<file path="config.mk">
export PLATFORM = sky130hd
export DESIGN_NAME = usb_in_endpoint_control
export DESIGN_NICKNAME = d
export VERILOG_FILES = /design/src/core/in_packet_slots.v /design/src/core/usb_in_endpoint_control.v
export VERILOG_INCLUDE_DIRS = /design/src /design/src/core
export SDC_FILE = /design/constraint.sdc
export NUM_CORES = 1
export LEC_CHECK = 0
export ABC_AREA = 1
export BUFFER_PORTS_ARGS = -buffer_cell sky130_fd_sc_hd__buf_2
export CAP_MARGIN = 20
export CORE_MARGIN = 8
export CORE_UTILIZATION = 58
export CTS_BUF_LIST = sky130_fd_sc_hd__clkbuf_4 sky130_fd_sc_hd__clkbuf_8 sky130_fd_sc_hd__clkbuf_16
export DETAILED_ROUTE_END_ITERATION = 8
export PLACE_DENSITY = 0.8
export SLEW_MARGIN = 20
export SYNTH_ARGS = -nofsm -noshare
export SYNTH_HDL_FRONTEND = slang
export SYNTH_HIERARCHICAL = 1
export SYNTH_SLANG_ARGS = --single-unit
</file>
<file path="constraint.sdc">
create_clock -name clock -period 2.15 [get_ports clock]
set_clock_uncertainty 0.15 [all_clocks]
set_input_delay 0.215 -clock clock [delete_from_list [all_inputs] [get_ports clock]]
set_output_delay 0.215 -clock clock [all_outputs]
set_load 0.03 [all_outputs]
</file>
<file path="src/core/usb_in_ep_defs.vh">
// register offsets, field positions and codes for the IN endpoint control
`ifndef USB_IN_EP_DEFS_VH
`define USB_IN_EP_DEFS_VH
// ============================================================
// register offsets
`define ADDR_INDEX 8'h0e
`define ADDR_CTRL_STATUS 8'h11
`define ADDR_CONFIG 8'h12
`define ADDR_IRQ_STATUS 8'h20
`define ADDR_IRQ_CLEAR 8'h21
`define ADDR_IRQ_ENABLE 8'h22
`define ADDR_TOGGLE 8'h23
// ============================================================
// control/status fields
`define CS_PKT_READY 0
`define CS_NOT_EMPTY 1
`define CS_UNDERRUN 2
`define CS_FLUSH 3
`define CS_SEND_STALL 4
`define CS_SENT_STALL 5
`define CS_CLEAR_TOGGLE 6
// ============================================================
// configuration fields
`define CF_SPLIT 2
`define CF_FORCE_TOGGLE 3
`define CF_DIR_SELECT 5
`define CF_ISO 6
`define CF_DOUBLE_BUF 7
`define CF_WRITE_MASK 8'hec
// ============================================================
// handshake and answer codes
`define HS_ACK 2'h0
`define HS_NAK 2'h1
`define HS_NONE 2'h2
`define ANS_DATA 2'h0
`define ANS_ZLP 2'h1
`define ANS_NAK 2'h2
`define ANS_STALL 2'h3
`define RESET_BYTE 8'h00
`endif

</file>
<file path="src/core/in_packet_slots.v">
// packet slot occupancy for one IN endpoint fifo
module in_packet_slots
(
    input wire clock,
    input wire nrst,
    input wire load,
    input wire drop,
    input wire clear_all,
    input wire double_buf,
    output wire [1:0] count,
    output wire slot_open
);
    reg [1:0] count_q;
    reg [1:0] count_d;

    always @*
    begin
        count_d = count_q;
        if (clear_all)
            count_d = 2'h0;
        else if (load && !drop && count_q != 2'h2)
            count_d = count_q + 2'h1;
        else if (drop && !load && count_q != 2'h0)
            count_d = count_q - 2'h1;
    end

    always @(posedge clock)
    begin
        if (!nrst)
            count_q <= 2'h0;
        else
            count_q <= count_d;
    end

    assign count = count_q;
    // a single-buffered fifo has one slot only
    assign slot_open = double_buf ? (count_q < 2'h2) : (count_q == 2'h0);
endmodule // in_packet_slots

</file>
<file path="src/core/usb_in_endpoint_control.v">
// IN endpoint 1-3 control, status, toggle and interrupt logic
//
// Decided for this implementation: the plain strobed port.
`include "usb_in_ep_defs.vh"

// Behaviour
// - only the endpoint chosen by the index register is visible in the control, config and toggle registers.
// - split bit set divides the fifo, both IN and OUT pipes usable.
// - unsplit endpoint works one way, direction bit one means IN.
// - interrupt on sent packet, flush of non-empty fifo, or stall.
// - iso bit zero gives bulk/interrupt mode, one gives isochronous mode.
// - bulk IN token with packet ready sends data, clears ready, interrupts.
// - ready set with empty fifo sends a zero-length packet.
// - send-stall in bulk mode answers every IN token with STALL.
// - stall sent sets flag, flushes fifo, clears ready, interrupts.
// - double buffering clears ready when a slot frees, no interrupt.
// - force-toggle flips toggle on every handshake to a sent packet, else only on ACK.
// - clear-toggle write zeroes the data toggle and reads zero.
// - iso token with no packet sends zero-length and sets underrun.
// - bulk NAK sets underrun; flag stays until software clears it.
// - iso update holds new packets and ready reads zero until SOF.
// - flush drops next packet, resets pointer, clears ready, self-clears.
// - fifo-not-empty reads one while a packet is held.
// - unused control bits read zero and ignore writes.
module usb_in_endpoint_control
#(
    parameter NUM_EP = 3
)
(
    input wire clock,
    input wire nrst,
    input wire [7:0] addr,
    input wire [7:0] wdata,
    input wire wr,
    input wire rd,
    output reg [7:0] rdata,
    input wire fifo_write,
    input wire isochronous_update,
    input wire sof,
    input wire in_token,
    input wire [1:0] token_ep,
    input wire [1:0] handshake,
    input wire handshake_valid,
    output reg [1:0] answer,
    output reg answer_valid,
    output reg answer_toggle,
    output reg [NUM_EP-1:0] in_enabled,
    output reg [NUM_EP-1:0] out_enabled,
    output reg [NUM_EP-1:0] fifo_split,
    output reg irq
);
    // ============================================================
    // index register and decode
    reg [1:0] index_q;
    wire wr_cs = wr && addr == `ADDR_CTRL_STATUS;
    wire wr_cf = wr && addr == `ADDR_CONFIG;

    function sel;
        input [1:0] idx;
        input integer ep;
        begin
            sel = (idx == ep[1:0] + 2'h1);
        end
    endfunction

    always @(posedge clock)
    begin
        if (!nrst)
            index_q <= 2'h0;
        else if (wr && addr == `ADDR_INDEX)
            index_q <= wdata[1:0];
    end

    // ============================================================
    // per-endpoint state
    reg [NUM_EP-1:0] ready_q;
    reg [NUM_EP-1:0] empty_pkt_q;
    reg [NUM_EP-1:0] has_data_q;
    reg [NUM_EP-1:0] send_stall_q;
    reg [NUM_EP-1:0] sent_stall_q;
    reg [NUM_EP-1:0] underrun_q;
    reg [NUM_EP-1:0] flush_q;
    reg [NUM_EP-1:0] toggle_q;
    reg [NUM_EP-1:0] hold_q;
    reg [NUM_EP-1:0] wait_hs_q;
    reg [NUM_EP-1:0] irq_status_q;
    reg [NUM_EP-1:0] irq_enable_q;
    reg [7:0] cfg_q [0:NUM_EP-1];
    wire [NUM_EP-1:0] ready_rd;
    wire [NUM_EP-1:0] not_empty;
    wire [NUM_EP-1:0] ev_irq;
    wire [NUM_EP-1:0] tok_hit;
    wire [NUM_EP-1:0] any_ans;
    wire [1:0] ans_code [0:NUM_EP-1];

    wire wr_irq_clear = wr && addr == `ADDR_IRQ_CLEAR;

    genvar g;
    generate
        for (g = 0; g < NUM_EP; g = g + 1)
        begin : ep
            wire s = sel(index_q, g);
            wire [7:0] cf = cfg_q[g];
            wire iso = cf[`CF_ISO];
            wire dbl = cf[`CF_DOUBLE_BUF];
            wire is_in = cf[`CF_SPLIT] | cf[`CF_DIR_SELECT];
            wire [1:0] cnt;
            wire open_slot;
            wire w_cs = wr_cs && s;
            wire tok = in_token && sel(token_ep, g) && is_in;
            wire stall_now = tok && !iso && send_stall_q[g];
            // held packets wait for the next sof in iso update mode
            wire avail = (cnt != 2'h0) && !hold_q[g];
            wire send = tok && !stall_now && avail;
            wire zlp_iso = tok && iso && !avail;
            wire nak = tok && !iso && !stall_now && !avail;
            wire loaded = w_cs && wdata[`CS_PKT_READY];
            wire flush_req = w_cs && wdata[`CS_FLUSH];
            wire flush_evt = flush_req && cnt != 2'h0;
            wire hs_done = wait_hs_q[g] && handshake_valid;
            wire flip = hs_done && (cf[`CF_FORCE_TOGGLE] ||
                handshake == `HS_ACK);

            in_packet_slots u_slots
            (
                .clock(clock),
                .nrst(nrst),
                .load(loaded),
                .drop(send | flush_evt),
                .clear_all(stall_now),
                .double_buf(dbl),
                .count(cnt),
                .slot_open(open_slot)
            );

            assign not_empty[g] = cnt != 2'h0;
            assign ready_rd[g] = ready_q[g] &&
                !(iso && isochronous_update && hold_q[g]);
            assign ev_irq[g] = send | flush_evt | stall_now;
            assign tok_hit[g] = tok;
            assign any_ans[g] = stall_now | send | zlp_iso | nak;
            assign ans_code[g] = stall_now ? `ANS_STALL :
                (send && !empty_pkt_q[g]) ? `ANS_DATA :
                (send | zlp_iso) ? `ANS_ZLP : `ANS_NAK;

            always @(posedge clock)
            begin
                if (!nrst)
                begin
                    cfg_q[g] <= `RESET_BYTE;
                    ready_q[g] <= 1'b0;
                    empty_pkt_q[g] <= 1'b0;
                    has_data_q[g] <= 1'b0;
                    send_stall_q[g] <= 1'b0;
                    sent_stall_q[g] <= 1'b0;
                    underrun_q[g] <= 1'b0;
                    flush_q[g] <= 1'b0;
                    toggle_q[g] <= 1'b0;
                    hold_q[g] <= 1'b0;
                    wait_hs_q[g] <= 1'b0;
                    irq_status_q[g] <= 1'b0;
                end
                else
                begin
                    if (wr_cf && s)
                        cfg_q[g] <= wdata & `CF_WRITE_MASK;
                    if (fifo_write && s)
                        has_data_q[g] <= 1'b1;
                    if (loaded)
                    begin
                        empty_pkt_q[g] <= !has_data_q[g] && !fifo_write;
                        has_data_q[g] <= 1'b0;
                        if (iso && isochronous_update)
                            hold_q[g] <= 1'b1;
                    end
                    else if (sof)
                        hold_q[g] <= 1'b0;
                    // ready drops on send, flush, stall, or a free slot
                    if (loaded)
                        ready_q[g] <= !(dbl && cnt == 2'h0);
                    else if (send || flush_evt || stall_now)
                        ready_q[g] <= 1'b0;
                    else if (dbl && ready_q[g] && open_slot)
                        ready_q[g] <= 1'b0;
                    if (w_cs)
                        send_stall_q[g] <= wdata[`CS_SEND_STALL];
                    // hardware set beats a software clear
                    if (stall_now)
                        sent_stall_q[g] <= 1'b1;
                    else if (w_cs && !wdata[`CS_SENT_STALL])
                        sent_stall_q[g] <= 1'b0;
                    if (zlp_iso || nak)
                        underrun_q[g] <= 1'b1;
                    else if (w_cs && !wdata[`CS_UNDERRUN])
                        underrun_q[g] <= 1'b0;
                    // flush finishes in one cycle
                    flush_q[g] <= flush_req;
                    if (send)
                        wait_hs_q[g] <= 1'b1;
                    else if (hs_done)
                        wait_hs_q[g] <= 1'b0;
                    if (w_cs && wdata[`CS_CLEAR_TOGGLE])
                        toggle_q[g] <= 1'b0;
                    else if (flip)
                        toggle_q[g] <= !toggle_q[g];
                    if (ev_irq[g])
                        irq_status_q[g] <= 1'b1;
                    else if (wr_irq_clear && wdata[g])
                        irq_status_q[g] <= 1'b0;
                end
            end
        end
    endgenerate

    // ============================================================
    // register read mux
    reg [7:0] rd_d;
    integer k;
    always @*
    begin
        rd_d = 8'h00;
        for (k = 0; k < NUM_EP; k = k + 1)
        begin
            if (sel(index_q, k) && addr == `ADDR_CTRL_STATUS)
            begin
                rd_d[`CS_PKT_READY] = ready_rd[k];
                rd_d[`CS_NOT_EMPTY] = not_empty[k];
                rd_d[`CS_UNDERRUN] = underrun_q[k];
                rd_d[`CS_FLUSH] = flush_q[k];
                rd_d[`CS_SEND_STALL] = send_stall_q[k];
                rd_d[`CS_SENT_STALL] = sent_stall_q[k];
            end
            if (sel(index_q, k) && addr == `ADDR_CONFIG)
                rd_d = cfg_q[k];
            if (sel(index_q, k) && addr == `ADDR_TOGGLE)
                rd_d[0] = toggle_q[k];
        end
        if (addr == `ADDR_INDEX)
            rd_d[1:0] = index_q;
        if (addr == `ADDR_IRQ_STATUS)
            rd_d[NUM_EP-1:0] = irq_status_q;
        if (addr == `ADDR_IRQ_ENABLE)
            rd_d[NUM_EP-1:0] = irq_enable_q;
    end

    // ============================================================
    // token answer and outputs
    reg [1:0] ans_d;
    reg tog_d;
    reg [NUM_EP-1:0] in_en_d;
    reg [NUM_EP-1:0] out_en_d;
    reg [NUM_EP-1:0] split_d;
    integer j;
    always @*
    begin
        ans_d = `ANS_NAK;
        tog_d = 1'b0;
        for (j = 0; j < NUM_EP; j = j + 1)
        begin
            if (tok_hit[j])
            begin
                ans_d = ans_code[j];
                tog_d = toggle_q[j];
            end
            split_d[j] = cfg_q[j][`CF_SPLIT];
            in_en_d[j] = cfg_q[j][`CF_SPLIT] | cfg_q[j][`CF_DIR_SELECT];
            out_en_d[j] = cfg_q[j][`CF_SPLIT] | !cfg_q[j][`CF_DIR_SELECT];
        end
    end

    always @(posedge clock)
    begin
        if (!nrst)
        begin
            irq_enable_q <= {NUM_EP{1'b0}};
            rdata <= 8'h00;
            answer <= `ANS_NAK;
            answer_valid <= 1'b0;
            answer_toggle <= 1'b0;
            in_enabled <= {NUM_EP{1'b0}};
            out_enabled <= {NUM_EP{1'b0}};
            fifo_split <= {NUM_EP{1'b0}};
            irq <= 1'b0;
        end
        else
        begin
            if (wr && addr == `ADDR_IRQ_ENABLE)
                irq_enable_q <= wdata[NUM_EP-1:0];
            rdata <= rd ? rd_d : 8'h00;
            answer <= ans_d;
            answer_valid <= |any_ans;
            answer_toggle <= tog_d;
            in_enabled <= in_en_d;
            out_enabled <= out_en_d;
            fifo_split <= split_d;
            irq <= |(irq_status_q & irq_enable_q);
        end
    end
endmodule // usb_in_endpoint_control

</file>
Word level (Yosys, flattened, before mapping)
Memory sizes are Yosys's and may differ from the RTL's.
Cells that the tools add are included.
{"block": "classes", "n_eq_ne": 19, "mux": 89, "bitwise_logic": 29, "n_addsub": 6, "reduce_logical": 213, "magnitude_cmp": 3}
{"cell": "1-bit logical AND", "count": 119}
{"cell": "1-bit two-way mux", "count": 59}
{"cell": "2-bit nonzero test", "count": 21}
{"cell": "1-bit zero test", "count": 39}
{"cell": "2-bit two-way mux", "count": 19}
{"cell": "8-bit by 6-bit equality test with 1-bit output (second input constant)", "count": 4}
{"cell": "1-bit bitwise OR", "count": 27}
{"cell": "8-bit two-way mux", "count": 3}
{"cell": "6-bit two-way mux", "count": 3}
{"cell": "2-bit OR reduction", "count": 9}
{"cell": "8-bit by 5-bit equality test with 1-bit output (second input constant)", "count": 2}
{"cell": "5-bit two-way mux", "count": 3}
{"cell": "1-bit logical OR", "count": 12}
{"cell": "2-bit != test (second input constant)", "count": 6}
{"cell": "3-bit nonzero test", "count": 3}
{"cell": "2-bit equality test (second input constant)", "count": 4}
{"cell": "8-bit by 4-bit equality test with 1-bit output (second input constant)", "count": 1}
{"cell": "2-bit zero test", "count": 4}
{"cell": "2-bit AND reduction", "count": 4}
{"cell": "2-bit by 1-bit adder with 2-bit output (second input constant)", "count": 3}
{"cell": "2-bit less-than comparator (second input constant)", "count": 3}
{"cell": "3-bit two-way mux", "count": 2}
{"cell": "3-bit OR reduction", "count": 2}
{"cell": "2-bit by 1-bit subtractor with 2-bit output (second input constant)", "count": 3}
{"cell": "other kinds (3)", "count": 4}
{"block": "totals", "regBits": 66, "word_cells": 406, "output_inout_bits": 22, "memories": 1, "input_bits": 29, "mem_bits_rw": 15}
{"memory": "cfg_q", "words": 3, "width": 5, "read_ports": 3, "rd_ports_with_merged_regs": 0, "wr": 3, "line": "usb_in_endpoint_control.v:88", "text": "reg [7:0] cfg_q [0:NUM_EP-1];"}

Logic depth before layout (Yosys ltp)
An unclocked memory read counts as a cell.
{"block": "logic_depth", "word_depth": 17, "ltp_mapped": 14, "depth_no_buf": 14}

Cells and area by module
Netlist, hierarchy kept.
{"mod": "usb_in_endpoint_control", "instances": 1, "area_each_um2": 3587.2, "seq_area_each_um2": 1651.6, "cells_each": 463}
{"mod": "in_packet_slots", "instances": 3, "area_each_um2": 150.1, "seq_area_each_um2": 40.0, "cells_each": 25}

Worst setup path after synthesis
OpenSTA, ideal clock, no wires.
{"block": "synth_timing", "path_type": "register to register", "startpoint": "register index_q[0]", "endpoint": "memory cfg_q[0][0] (netlist name) (enable)", "path_stages_with_launch": 7, "synth_period_minus_slack_ps": 1812, "arrival_time_ps": 1288, "required_ps": 1626, "path_buffers": 0, "setup_slack_ps": 338, "cell_sequence": "dfxtp_1 > inv_1 > nor2_2 > inv_1 > nor2_4 > inv_1 > o21ai_0"}
{"item": "from (decl)", "line": "usb_in_endpoint_control.v:54", "text": "reg [1:0] index_q;"}
{"item": "from (signal assigned)", "line": "usb_in_endpoint_control.v:71", "text": "index_q <= wdata[1:0];"}
{"item": "to (decl)", "line": "usb_in_endpoint_control.v:88"}

==> results.py <==
metrics = {
    "global_routing": {
        "grt_max_degree": 23,
        "grt_overflow": 0,
        "grt_pass1_wl_mm": 18.1,
        "grtUsageMet3": 0.0496,
        "antenna_found_initial": 0,
        "track_usage": 0.230,
        "grt_busiest_layer": "met2",
        "grt_pass1_vias": 3675,
        "grt_util_met2": 0.386,
        "met1_usage": 0.279,
    },
    "clock_tree": {
        "cts_made_buffers": 9,
        "cts_tree": "done",
        "cts_htree_levels": 3,
        "root_buffer": "clkbuf_8",
        "clockBufferDepth": 2,
        "post_cts_buffers": 0,
        "cts_num_sinks": 81,
        "clkLatencyLatePin_ps": 360,
        "path_clk_slew_ps": 90,
    },
    "critical_path": {
        "crit_type": "register to register",
        "worstPathArrival_ps": 2020,
        "crit_fanout": 4,
        "endpoint_kind": "register",
        "required_ps": 2270,
        "cp-start-kind": "register",
    },
    "detailed_routing": {
        "totalWireLength_mm": 10.9,
        "vias": 3812,
        "route.detailed.drc": 0,
        "drtPass1Iterations": 6,
        "drt_iter0_drc": 300,
        "wl_per_cell_um": 15.9,
        "avgViaCountPerCell": 5.54,
        "antenna_left": 0,
    },
    "worst_hold_path": {
        "hold_class": "input pin to register",
    },
    "power_and_ir_drop": {
        "pwr_density_cell_nw_per_um2": 637,
        "p_int_w": 0.00219,
        "vdd_ir_drop_max_uv": 595,
        "seq_power_share": 0.532,
        "combPwrFrac": 0.073,
        "p_leak_nw": 2.23,
        "switchingPower_w": 0.000778,
        "power_frac_clock": 0.395,
        "p_sw_frac": 0.262,
    },
    "timing": {
        "fin_crit_sh": 0.885,
        "fin_tns_setup_ps": 0,
        "relSlewSlack": 0.630,
        "finalSetupViolCount": 0,
        "drv_slew": 0,
        "tightest_slew_ps": 550,
        "rsz0062_at_grt": "no",
        "min_period_ps": 1900,
        "whs_ps": 4.38,
        "clock.fmax_mhz": 525,
        "setup_slack_ps": 246,
        "hold_viol": 0,
    },
    "layout": {
        "final_nets": 632,
        "drive_gt1_frac": 0.207,
        "regMostFlops": "cfg_q",
        "largest_reg_flops": 15,
        "diodes": 0,
        "fillers": 573,
        "area_delta_synth_final_pct": 15.4,
    },
    "flow_run": {
        "maxCapViolCount": 0,
    },
    "floorplanning": {
        "io_pins": 51,
        "die_h_um": 99.4,
        "dieWidth_um": 99.4,
        "initial_core_util": 0.598,
        "core_sq_um": 6760,
        "dieArea_sq_um": 9890,
        "rows": 30,
    },
    "synthesis": {
        "ys_seq_area_frac": 0.439,
        "syn_area_sq_um": 4040,
        "synth.distinct_cells": 37,
        "ys_ff_latch": 81,
        "yosysWarnings": 6,
        "syn_nets": 567,
        "synth.avg_cell_area_sq_um": 7.50,
        "synthCells": 538,
    },
    "placed_design": {
        "routabilityCongestion": 0.935,
        "hpwl_mm": 8.36,
        "port_buffers": 50,
        "place_ws_ps": 238,
    },
    "status": {
        "status": "completed",
    },
}
-- synth_stat cells --
library cell	n	area, sq um
nor2_4	3	33.8
nand3_1	25	125
bufinv_8	1	17.5
nand2_1	108	405
a21boi_0	6	45.0
xnor2_1	2	17.5
clkbuf_1	6	22.5
nor4_1	2	12.5
a21oi_1	33	165
a221oi_2	3	45.0
nor2_1	68	255
nand3b_2	2	22.5
a21oi_2	1	8.76
o22ai_1	1	6.26
inv_2	12	45.0
nor2_2	12	75.1
xor2_1	1	8.76
o211a_1	1	10.0
nor3_2	1	10.0
inv_1	78	293
nand4_1	9	56.3
o21ai_0	35	175
o211ai_1	8	60.1
nor3_4	1	16.3
nor3_1	7	35.0
a31oi_1	5	31.3
nand2_4	4	45.0
o221ai_1	1	8.76
edfxtp_1	15	450
nor2_8	5	100
a211oi_2	1	12.5
nand2_2	4	25.0
clkinv_2	1	5.00
o21ai_1	8	40.0
nand3_2	1	10.0
dfxtp_1	66	1320
nor4_4	1	21.3
-- kinds of logic (layout without fill, tap and decap cells) --
kind of cell,after synthesis,count (layout),synth area share
XOR/XNOR,3,3,0.00651
AO/OA/AOI/OAI,103,103,0.151
flip-flops,81,81,0.439
AND/OR/NAND/NOR,253,253,0.309
buffers and inverters,98,168,0.0948
-- metal layers --
layer  routed length [um]  vias to the layer above
met4                  262                        0
met2                 5240                      169
met1                 4570                     1748
met5                    0                        -
met3                  858                       23
li1                     -                     1872
-- what timing repair did --
item	in CTS	in global routing
endpoints found under the setup margin	0	2
hold buffers	3	0
resized for setup	0	1
endpoints found under the hold margin	4	0
-- through the flow --
stage          instances  utilization  total power [W]  area [sq um]
2_1_floorplan        538            -          0.00173          4040
3_3_place_gp         669        0.654          0.00182          4420
3_5_place_dp         669        0.654          0.00182          4420
4_1_cts              688        0.689          0.00297          4660
5_1_grt              688        0.690          0.00306          4660
6_report             688        0.690          0.00297          4660
-- final timing paths --
kind            startpoint                endpoint  slack (ps)  cells after the start
max            cfg_q[1][0]  ep[1].u_slots/count[0]         250                     12
min             fifo_write          empty_pkt_q[2]           4                      3
max reg2reg    cfg_q[1][0]  ep[1].u_slots/count[0]         250                     12
min reg2reg  underrun_q[0]           underrun_q[0]         330                      2
-- layout make-up --
class | instances | area, sq um | share of cell area
repair buffers | 60 | 333 | 0.0714
well taps | 80 | 100 | 0.0215
clock inverters | 7 | 83.8 | 0.0180
inverters | 92 | 360 | 0.0773
flip-flops and latches | 81 | 1770 | 0.380
multi-input cells | 359 | 1890 | 0.405
clock buffers | 9 | 124 | 0.0266
-- critical path, cell delays in order, from the launching register on --
cell and delay, ps:
edfxtp_1 450, nor2_1 200, nor3_1 70, nand2_1 170, nor2_4 80, nor2_1 150
nand2_2 100, nand2_1 90, inv_2 50, nor2_1 120, nor2_2 50, nor2_1 80
nor2_1 50
-- placed cells by master (no fill, tap or decap), types with 9 or more instances in the layout --
| cell | Yosys | layout |
|---|---|---|
| dfxtp_1 | 66 | 66 |
| buf_2 | 0 | 50 |
| nand3_1 | 25 | 25 |
| clkbuf_8 | 0 | 9 |
| inv_2 | 12 | 12 |
| o21ai_0 | 35 | 35 |
| a21oi_1 | 33 | 33 |
| nor2_1 | 68 | 68 |
| nor2_2 | 12 | 11 |
| nand4_1 | 9 | 9 |
| edfxtp_1 | 15 | 15 |
| inv_1 | 78 | 78 |
| nand2_1 | 108 | 108 |
-- power groups by stage --
stage	sequential (W)	combinational [W]	clock [W]
after floorplan	0.00163	0.0000963	0
after global placement	0.00161	0.000204	0
after detailed placement	0.00161	0.000207	0
after CTS	0.00158	0.000212	0.00118
after global routing	0.00158	0.000234	0.00125
final	0.00158	0.000215	0.00117
No activity file was read; power rests on OpenSTA's default activity.
